$ cat config.mk
export PLATFORM = sky130hd
export DESIGN_NAME = netid_top
export DESIGN_NICKNAME = d
export VERILOG_FILES = /design/src/verilog/netid_pkg.sv /design/src/verilog/netid_if.sv /design/src/verilog/netid_calc.sv /design/src/verilog/netid_top.sv
export SDC_FILE = /design/constraint.sdc
export NUM_CORES = 1
export LEC_CHECK = 0
export BUFFER_PORTS_ARGS = -buffer_cell sky130_fd_sc_hd__buf_2
export CAP_MARGIN = 20
export CORE_UTILIZATION = 55
export CTS_CLUSTER_DIAMETER = 200
export DETAILED_ROUTE_END_ITERATION = 10
export GPL_TIMING_DRIVEN = 0
export PLACE_DENSITY = 0.89
export SLEW_MARGIN = 20
export SYNTH_ARGS = -nofsm -noshare
export SYNTH_HDL_FRONTEND = slang
export SYNTH_SLANG_ARGS = --single-unit
export TNS_END_PERCENT = 100
$ cat constraint.sdc
create_clock -name clk_in -period 11.6 [get_ports clk_in]
set_clock_uncertainty 0.2 [all_clocks]
set_input_delay 1.74 -clock clk_in [delete_from_list [all_inputs] [get_ports clk_in]]
set_output_delay 1.74 -clock clk_in [all_outputs]
set_load 0.05 [all_outputs]
$ cat src/verilog/netid_pkg.sv
/*
 * constants for the radio network parameter derivation block.
 * assumes a single clock domain and an 8-bit arithmetic datapath.
 */
package netid_pkg;
	localparam int unsigned ID_BYTES = 4;
	localparam logic [6:0] NUM_CHANNELS = 7'h4e; // 78 channels
	localparam logic [2:0] NUM_SUBSETS = 3'h6;
	localparam logic [3:0] CHANNELS_PER_SUBSET = 4'hd; // 13
	localparam logic [3:0] NUM_PN_CODES = 4'ha; // 10
	localparam logic [7:0] SUBSET_MASK = 8'h03;
	localparam logic [7:0] MIN_SUBSET = 8'h02;
	localparam logic [7:0] MAX_SUBSET = 8'h05;
	localparam int unsigned PN_SHIFT = 2;
	localparam int unsigned CH_SHIFT_R = 2;
	localparam int unsigned CH_SHIFT_L = 5;
	localparam int unsigned SEED_SHIFT = 6;
	localparam logic [7:0] UNBOUND_SEED = 8'h00;
	localparam logic [7:0] ZERO_SEED_SUB = 8'h01;
	localparam logic [2:0] SOP_THRESHOLD = 3'h4;
	localparam logic [2:0] DATA_THRESHOLD = 3'h4;
	localparam logic [3:0] BIND_PN_INDEX = 4'h0;
	localparam logic [6:0] BIND_BASE_CHANNEL = 7'h00;
	localparam logic [7:0] BIND_SUBSET = 8'h02;
	// arbitrary neutral factory identifier of this radio
	localparam logic [31:0] OWN_FACTORY_ID = 32'h1234_5678;
	typedef enum logic {CHIP32, CHIP64} pn_len_t;
	typedef enum logic [1:0] {TX_IDLE, TX_SEND, TX_WAIT_ACK} tx_state_t;
endpackage

$ cat src/verilog/netid_if.sv
/*
 * carries derived network parameters from the calculator to the top.
 * assumes both ends share clk_in.
 */
`timescale 1ns/1ps
`default_nettype none
interface netid_if;
	logic [31:0] factory_id;
	logic [3:0] pn_index;
	logic [6:0] base_channel;
	logic [7:0] subset;
	logic [7:0] crc_seed;
	modport calc (input factory_id, output pn_index, base_channel, subset, crc_seed);
	modport user (output factory_id, input pn_index, base_channel, subset, crc_seed);
endinterface
`default_nettype wire

$ cat src/verilog/netid_calc.sv
/*
 * combinational derivation of network parameters from a factory identifier.
 * assumes the identifier is stable while results are consumed.
 */
`timescale 1ns/1ps
`default_nettype none
module netid_calc
	import netid_pkg::*;
(
	netid_if.calc nif
);
	logic [7:0] b1;
	logic [7:0] b2;
	logic [7:0] b3;
	logic [7:0] pn_sum;
	logic [7:0] ch_sum;
	logic [7:0] sub_sum;
	logic [7:0] seed_sum;

	// byte 1..3 of the identifier, byte 0 the lowest
	assign b1 = nif.factory_id[15:8];
	assign b2 = nif.factory_id[23:16];
	assign b3 = nif.factory_id[31:24];

	// 8-bit wrapping sums before each modulo
	assign pn_sum = 8'((b1 << PN_SHIFT) + b2 + b3);
	assign ch_sum = 8'((b2 >> CH_SHIFT_R) - (b1 << CH_SHIFT_L) + b3);
	assign sub_sum = 8'(((b1 - b2) & SUBSET_MASK) + MIN_SUBSET);
	assign seed_sum = 8'((b2 >> SEED_SHIFT) + b1 + b3);

	// modulo steps and zero seed substitution
	assign nif.pn_index = 4'(pn_sum % 8'(NUM_PN_CODES));
	assign nif.base_channel = 7'(ch_sum % 8'(NUM_CHANNELS));
	assign nif.subset = 8'(sub_sum % 8'(NUM_CHANNELS));
	assign nif.crc_seed = (seed_sum == 8'h00) ? ZERO_SEED_SUB : seed_sum;
endmodule
`default_nettype wire

$ cat src/verilog/netid_top.sv
/*
 * radio network parameter unit: holds the bridge identifier, derives the
 * network parameters, selects bind or network parameters, hops within the
 * channel subset and sequences automatic acknowledgment and power down.
 * assumes the radio core reports valid packets and acks as one-cycle pulses.
 */
// Operation
// - 78 channels in 6 subsets of 13
// - binding uses reserved bind parameter set
// - peers need identical PN code and channel
// - PN codes of 32 or 64 chips
// - start_of_packet and data thresholds both 4
// - acknowledge every valid packet automatically
// - device powers down after ack received
// - subset number 2 to 5 selects subset
// - PN field indexes one of 10 codes
// - seed zero unbound, network seed bound
// - hold own identifier, store bridge identifier
// - connect request carries bridge identifier
// - derive all parameters from bridge identifier
// - PN index formula modulo 10
// - base channel formula modulo 78
// - subset number formula modulo 78
// - seed formula, zero becomes one
`timescale 1ns/1ps
`default_nettype none
module netid_top
	import netid_pkg::*;
(
	input wire logic clk_in,
	input wire logic resetn_in,
	input wire logic is_bridge_in,
	input wire logic bind_mode_in,
	input wire logic bound_in,
	input wire logic long_range_in,
	input wire logic store_id_in,
	input wire logic [31:0] bind_id_in,
	input wire logic next_channel_in,
	input wire logic rx_valid_in,
	input wire logic [31:0] rx_connect_id_in,
	input wire logic rx_connect_in,
	input wire logic tx_start_in,
	input wire logic ack_rx_in,
	output logic [31:0] own_id_out,
	output logic [31:0] peer_id_out,
	output logic [3:0] pn_index_out,
	output logic pn_long_out,
	output logic [6:0] channel_out,
	output logic [7:0] subset_out,
	output logic [7:0] crc_seed_out,
	output logic [2:0] sop_threshold_out,
	output logic [2:0] data_threshold_out,
	output logic ack_tx_out,
	output logic connect_ok_out,
	output logic radio_on_out
);
	typedef struct packed {
		logic [31:0] peer_id;
		logic [3:0] pn_index;
		logic pn_long;
		logic [6:0] channel;
		logic [7:0] subset;
		logic [7:0] crc_seed;
		logic [3:0] hop;
		logic ack_tx;
		logic connect_ok;
		logic radio_on;
		tx_state_t tx_state;
		logic [31:0] own_id;
		logic [2:0] sop_thr;
		logic [2:0] data_thr;
	} state_t;

	state_t st_r;
	state_t st_nxt;
	netid_if nif ();

	// channel hop steps of 6 from the base within the subset, wrapping at 78
	function automatic logic [6:0] hop_channel(input logic [6:0] base, input logic [3:0] hop, input logic [7:0] sub);
		logic [10:0] sum;
		sum = 11'(base) + 11'(hop) * 11'(NUM_SUBSETS) + 11'(sub);
		return 7'(sum % 11'(NUM_CHANNELS));
	endfunction

	// network parameters come from the bridge identifier on both ends
	assign nif.factory_id = is_bridge_in ? OWN_FACTORY_ID : st_r.peer_id;

	netid_calc u_calc (
		.nif(nif)
	);

	// next state of parameter selection, hopping and transactions
	always_comb
	begin
		st_nxt = st_r;
		st_nxt.ack_tx = 1'b0;
		// fixed identifier and correlator thresholds, registered so outputs come from flops
		st_nxt.own_id = OWN_FACTORY_ID;
		st_nxt.sop_thr = SOP_THRESHOLD;
		st_nxt.data_thr = DATA_THRESHOLD;
		st_nxt.pn_long = (long_range_in == 1'b1);
		// bridge identifier kept after binding
		if (store_id_in && !is_bridge_in)
		begin
			st_nxt.peer_id = bind_id_in;
		end
		// hop counter walks the 13 channels of the subset
		if (next_channel_in)
		begin
			st_nxt.hop = (st_r.hop == CHANNELS_PER_SUBSET - 4'h1) ? 4'h0 : st_r.hop + 4'h1;
		end
		// reserved bind set or derived network set
		if (bind_mode_in)
		begin
			st_nxt.pn_index = BIND_PN_INDEX;
			st_nxt.subset = BIND_SUBSET;
			st_nxt.channel = hop_channel(BIND_BASE_CHANNEL, st_r.hop, BIND_SUBSET);
		end
		else
		begin
			st_nxt.pn_index = nif.pn_index;
			st_nxt.subset = nif.subset;
			st_nxt.channel = hop_channel(nif.base_channel, st_r.hop, nif.subset);
		end
		// unbound traffic uses the zero seed
		st_nxt.crc_seed = (bound_in && !bind_mode_in) ? nif.crc_seed : UNBOUND_SEED;
		// ack every valid packet without firmware
		st_nxt.ack_tx = rx_valid_in;
		// bridge checks the identifier in a connect request
		if (rx_connect_in && is_bridge_in)
		begin
			st_nxt.connect_ok = (rx_connect_id_in == OWN_FACTORY_ID);
		end
		// device transmit transaction ends with automatic power down on the peer ack; a bridge's ends with the radio still on
		unique case (st_r.tx_state)
			TX_IDLE:
			begin
				if (tx_start_in)
				begin
					st_nxt.radio_on = 1'b1;
					st_nxt.tx_state = TX_SEND;
				end
			end
			TX_SEND:
			begin
				st_nxt.tx_state = TX_WAIT_ACK;
			end
			TX_WAIT_ACK:
			begin
				// a bridge keeps its radio on, so it leaves the transaction at once
				if (is_bridge_in)
				begin
					st_nxt.tx_state = TX_IDLE;
				end
				else if (ack_rx_in)
				begin
					st_nxt.radio_on = 1'b0;
					st_nxt.tx_state = TX_IDLE;
				end
			end
		endcase
	end

	// state register
	always_ff @(posedge clk_in or negedge resetn_in)
	begin
		if (!resetn_in)
		begin
			st_r <= '{peer_id: 32'h0000_0000, pn_index: BIND_PN_INDEX, pn_long: 1'b0,
				channel: BIND_BASE_CHANNEL, subset: BIND_SUBSET, crc_seed: UNBOUND_SEED,
				hop: 4'h0, ack_tx: 1'b0, connect_ok: 1'b0, radio_on: 1'b0, tx_state: TX_IDLE,
				own_id: OWN_FACTORY_ID, sop_thr: SOP_THRESHOLD, data_thr: DATA_THRESHOLD};
		end
		else
		begin
			st_r <= st_nxt;
		end
	end

	// outputs straight from the state register
	assign own_id_out = st_r.own_id;
	assign peer_id_out = st_r.peer_id;
	assign pn_index_out = st_r.pn_index;
	assign pn_long_out = st_r.pn_long;
	assign channel_out = st_r.channel;
	assign subset_out = st_r.subset;
	assign crc_seed_out = st_r.crc_seed;
	assign sop_threshold_out = st_r.sop_thr;
	assign data_threshold_out = st_r.data_thr;
	assign ack_tx_out = st_r.ack_tx;
	assign connect_ok_out = st_r.connect_ok;
	assign radio_on_out = st_r.radio_on;
endmodule
`default_nettype wire

Yosys cells after proc, flatten, opt, wreduce, memory -nomap -nowiden --
Index checks and enable logic that the tools add are counted.
Storage, ports and cells: bits in registers 69, word-level logic and storage cells 59
Operators by class: add/subtract/negate cells 12, $mul 1, divide/modulo/power cells 5, equal/unequal tests 8, mux-type cells 12, reductions and logical operators 10
Operator list (number):
- 8-bit adder | 4
- 32-bit by 29-bit equality test with 1-bit output, second input constant | 1
- 32-bit two-way mux | 1
- 11-bit by 7-bit remainder unit with 11-bit output, second input constant | 2
- 8-bit by 7-bit remainder unit with 8-bit output, second input constant | 2
- 8-bit two-way mux | 2
- 15-bit two-way mux | 1
- 8-bit by 8-bit adder with 9-bit output | 1
- 2-bit by 8-bit adder with 8-bit output | 1
- 7-bit by 2-bit adder with 8-bit output, second input constant | 1
- 7-bit by 7-bit adder with 8-bit output | 1
- 8-bit logical NOT | 1
- 8-bit by 4-bit remainder unit with 8-bit output, second input constant | 1
- 4-bit two-way mux | 2
- 6-bit by 8-bit subtractor with 8-bit output | 1
- 4-bit by 2-bit multiplier with 6-bit output, second input constant | 1
- 3-bit two-way mux | 2
- 2-bit != test, second input constant | 3
- 2-bit case mux with 3 select lines | 1
- 4-bit by 1-bit adder with 4-bit output, second input constant | 1
- 4-bit equality test, second input constant | 1
- 4-bit AND reduction | 1
- 2-bit by 2-bit adder with 3-bit output, second input constant | 1
- 1-bit logical AND | 3
- other kinds (11) | 12

Longest topological paths before layout --
word-level depth 8, depth in mapped cells 45, gate-level depth less buffers 43

Modules after synthesis --
From an unflattened synthesis, not the netlist that was laid out.
Unflattened totals: cell total of the unflattened synthesis 835, area total of the unflattened synthesis 7508.5 sq um
By module, submodules not included:
- netid_top | instances 1, cells each 544, area an instance 5243.8 sq um
- netid_calc | instances 1, cells each 291, area an instance 2264.7 sq um

Worst setup path before layout --
Ideal clock, no wire load.
kind input to register, start point input port is_bridge_in, end point register st_r (netlist bit channel_out[5]), setup time 0.123 ns, arrival time 10.173 ns, required time 11.277 ns, slack 1.105 ns, stages 43, buffers on the path 3, cells stage by stage clkbuf_1 clkbuf_1 nor2_1 ha_1 inv_1 ha_1 inv_1 o21bai_1 a21o_1 a21o_1 xnor2_1 nand2_1 and2_1 mux2i_1 inv_1 ha_1 inv_1 o21ai_1 [... 7 more ...] o21a_1 o21a_1 o21a_1 a21oi_2 xor2_1 ha_1 clkbuf_1 nand3_1 a21oi_1 a311oi_1 a21oi_2 xnor2_1 ha_1 nand2_1 o32ai_2 nor4b_1 or4b_1 xnor2_1
RTL lines:
- start, declared | RTL line netid_top.sv:32 | input wire logic is_bridge_in,
- end signal, assigned | RTL line netid_top.sv:169 | st_r <= '{peer_id: 32'h0000_0000, pn_index: BIND_PN_INDEX, pn_long: 1'b0,
- end signal, assigned | RTL line netid_top.sv:176 | st_r <= st_nxt;
- end, declared | RTL line netid_top.sv:74 | state_t st_r;

==> summary.txt <==
Run status
  • Status: completed

Synthesis
  • Cell Area, Synth: 6910 µm²
  • Synth Area in Compound Gates: 0.173
  • #FFs+latches synth: 64
  • Netlist cell types: 81
  • Simple-gate share of the synthesized area: 0.160
  • Seq/Total Area, Yosys: 0.232
  • Multiplexer area fraction after synthesis: 0.0715
  • EDFF count, synth: 0
  • Ys flop type: dfrtp_1
  • Synthesized area per cell: 8.69 µm²
  • Ys async rst share: 1.00
  • Largest family of logic cells by synthesized area: compound AO/OA/AOI/OAI gates
  • Synth Area in XOR/XNOR: 0.0743
  • Synthesized instance count: 795
  • Synthesis Warnings: 0
  • Synth Area in Adders: 0.139

Route
  • Final ANT Viol Nets: 0
  • DRC: 0
  • WL final: 16,400 µm
  • Initial DRC count: 360
  • 1st-pass router iterations: 5
  • Vias: 6,159
  • Wirelength per Cell: 14.2 µm
  • DR vias/cell: 5.33

GRT
  • Global Route met1 Usage: 0.305
  • Met2 usage: 0.466
  • All-Layer GR Usage: 0.261
  • Met3 usage: 0.0561
  • Overflow after GRT: 0
  • Vias in the first global route: 5,809
  • Layer with the highest usage: met2
  • Pin count of the biggest net entering global routing: 44
  • First-pass GRT wire length: 26,800 µm
  • Initial antenna violation count: 0

Timing
  • # setup viols final: 0
  • Final hold vios: 0
  • Unrepaired setup endpoints after global routing: false
  • Least-Margin Pin Slew: 0.761 ns
  • Peak Freq: 91.0 MHz
  • Pins over their slew limit: 0
  • Final min period: 10.99 ns
  • Tcrit/Tclk final: 0.948
  • Worst hold slack: 0.284 ns
  • Slew margin rel.: 0.489

Setup path
  • Critical Path Fanout Max: 10
  • CP most frequent cell: ha_1
  • WP data arrival: 11.02 ns
  • Critical path class: primary input to flop
  • CP required: 11.63 ns
  • Worst path max stage delay: 0.49 ns
  • Startpoint types: primary input
  • CP max stage cell: or4b_1
  • Element type at the critical path end: flop

Die
  • Chip height: 114 µm
  • Rows: 40
  • Initial core utilization: 0.570
  • Die X: 114 µm
  • I/O pins: 177
  • Core area: 12,100 µm²
  • Die area: 13,000 µm²

CTS
  • Clock root buffer: clkbuf_16
  • Clock latency at the later pin of the worst-skew pair: 0.35 ns
  • Clk sinks: 64
  • CTS buffer count: 9
  • # H-tree levels: 3
  • CTS tree: yes
  • Deepest clock path buffer count: 2
  • Reg clk slew, reported paths: 0.05 ns

Run
  • Max Cap Violations: 0

Finish
  • Multi-input gate area: 4480 µm²
  • ANT cells: 0
  • Fill count: 967
  • Syn-to-layout area delta: 20.7%
  • Fraction of layout instances using a drive strength above 1: 0.326
  • Final net count: 1,129
  • Sequential cell area: 1600 µm²

Placed design
  • I/O Buffers: 133
  • Routability congestion estimate from global placement: 0.918
  • Final HPWL DP: 13,000 µm

Hold path
  • Hold WC Path Type: flop to flop
[kinds of logic after synthesis]
kind of cell             after synthesis
buffers and inverters                178
flip-flops                            64
AO/OA/AOI/OAI                        166
XOR/XNOR                              53
adder cells (fa/ha/maj)               71
AND/OR/NAND/NOR                      217
multiplexers                          44
other                                  2
[cell usage in the layout (no fill, tap or decap), types with 5 or more instances in the layout]
cell and instances:
a211o_1 6, a211oi_1 5, a21o_1 14, a21oi_1 30, a31oi_1 6, buf_2 134
buf_4 102, clkbuf_1 9, clkbuf_16 9, conb_1 43, dfrtp_1 63, fa_1 10
ha_1 58, inv_1 60, mux2_2 34, mux2i_1 7, nand2_1 56, nand2b_1 6
nand3_1 17, nand4_1 5, nor2_1 53, nor2b_1 12, nor3_1 15, nor4_1 5
nor4b_1 7, o211ai_1 5, o21a_1 11, o21ai_0 32, o21ai_1 5, o31ai_1 10
or2_2 7, xnor2_1 34, xor2_1 14
[registers in the layout (all words and copies together), names as in the netlist]
signal and cells:
pn_index_out 4, peer_id_out 32, crc_seed_out 8, subset_out 3, channel_out 7, ack_tx_out 1
radio_on_out 1, st_r 6, connect_ok_out 1, pn_long_out 1
[layout make-up]
class,instances,share of cell area
Multi-Input combinational cell,594,0.538
Tap cell,168,0.0252
Sequential cell,64,0.192
Buffer,115,0.0964
Clock inverter,6,0.00735
Clock buffer,9,0.0270
Inverter,62,0.0279
Timing Repair Buffer,138,0.0861
[metal layers]
metal,routed length (µm),share of wire
met1,6660,0.40
met2,8240,0.50
met3,1180,0.072
met4,361,0.022
met5,0,0
[through the flow]
stage               setup WS (ns)  cells   util  TNS (ns)  cell area [µm²]
global placement           -0.251   1137  0.655    -0.369             7940
CTS                        0.0752   1153  0.681         0             8250
detailed placement         -0.414   1138  0.657    -0.910             7960
global route              0.00968   1156  0.688         0             8340
finish                      0.608   1156  0.688         0             8340
floorplan                    1.10    836      -         0             7060
[critical path: cells and delay by family]
family / cells / cell delay [ns]
AND/OR/NAND/NOR: 9 / 2.04
XOR/XNOR: 4 / 0.85
AO/OA/AOI/OAI: 15 / 3.02
adder cells (fa/ha/maj): 8 / 2.22
multiplexers: 1 / 0.26
buffers and inverters: 7 / 0.86
[cell usage after synthesis (15+ instances only)]
library cell / instances / area [µm²]
inv_1: 60 / 225
nor2_1: 53 / 199
xnor2_1: 35 / 307
nand2_1: 56 / 210
buf_4: 97 / 728
dfrtp_1: 63 / 1580
nand3_1: 17 / 85.1
a21oi_1: 30 / 150
ha_1: 59 / 738
nor3_1: 15 / 75.1
mux2_2: 34 / 383
o21ai_0: 33 / 165
[worst paths after layout]
kind,start,end,slack [ns],cells past startpoint
max,is_bridge_in,channel_out[5],0.61,44
max in group asynchronous,resetn_in,st_r[44],9.58,2
max reg2reg,peer_id_out[23],channel_out[5],2.03,40
min reg2reg,connect_ok_out,connect_ok_out,0.28,2
min,connect_ok_out,connect_ok_out,0.28,2
min in group asynchronous,resetn_in,connect_ok_out,1.09,1
[repair_timing]
item,in CTS,in global routing
endpoints found under the setup margin,1,6
setup buffers,0,4
resized for setup,1,15
endpoints found under the hold margin,0,0
hold buffers,0,0
pin swaps,0,2
Power is not shown: default switching activity piles up to over one toggle a cycle in this logic, so the estimate is an artifact.
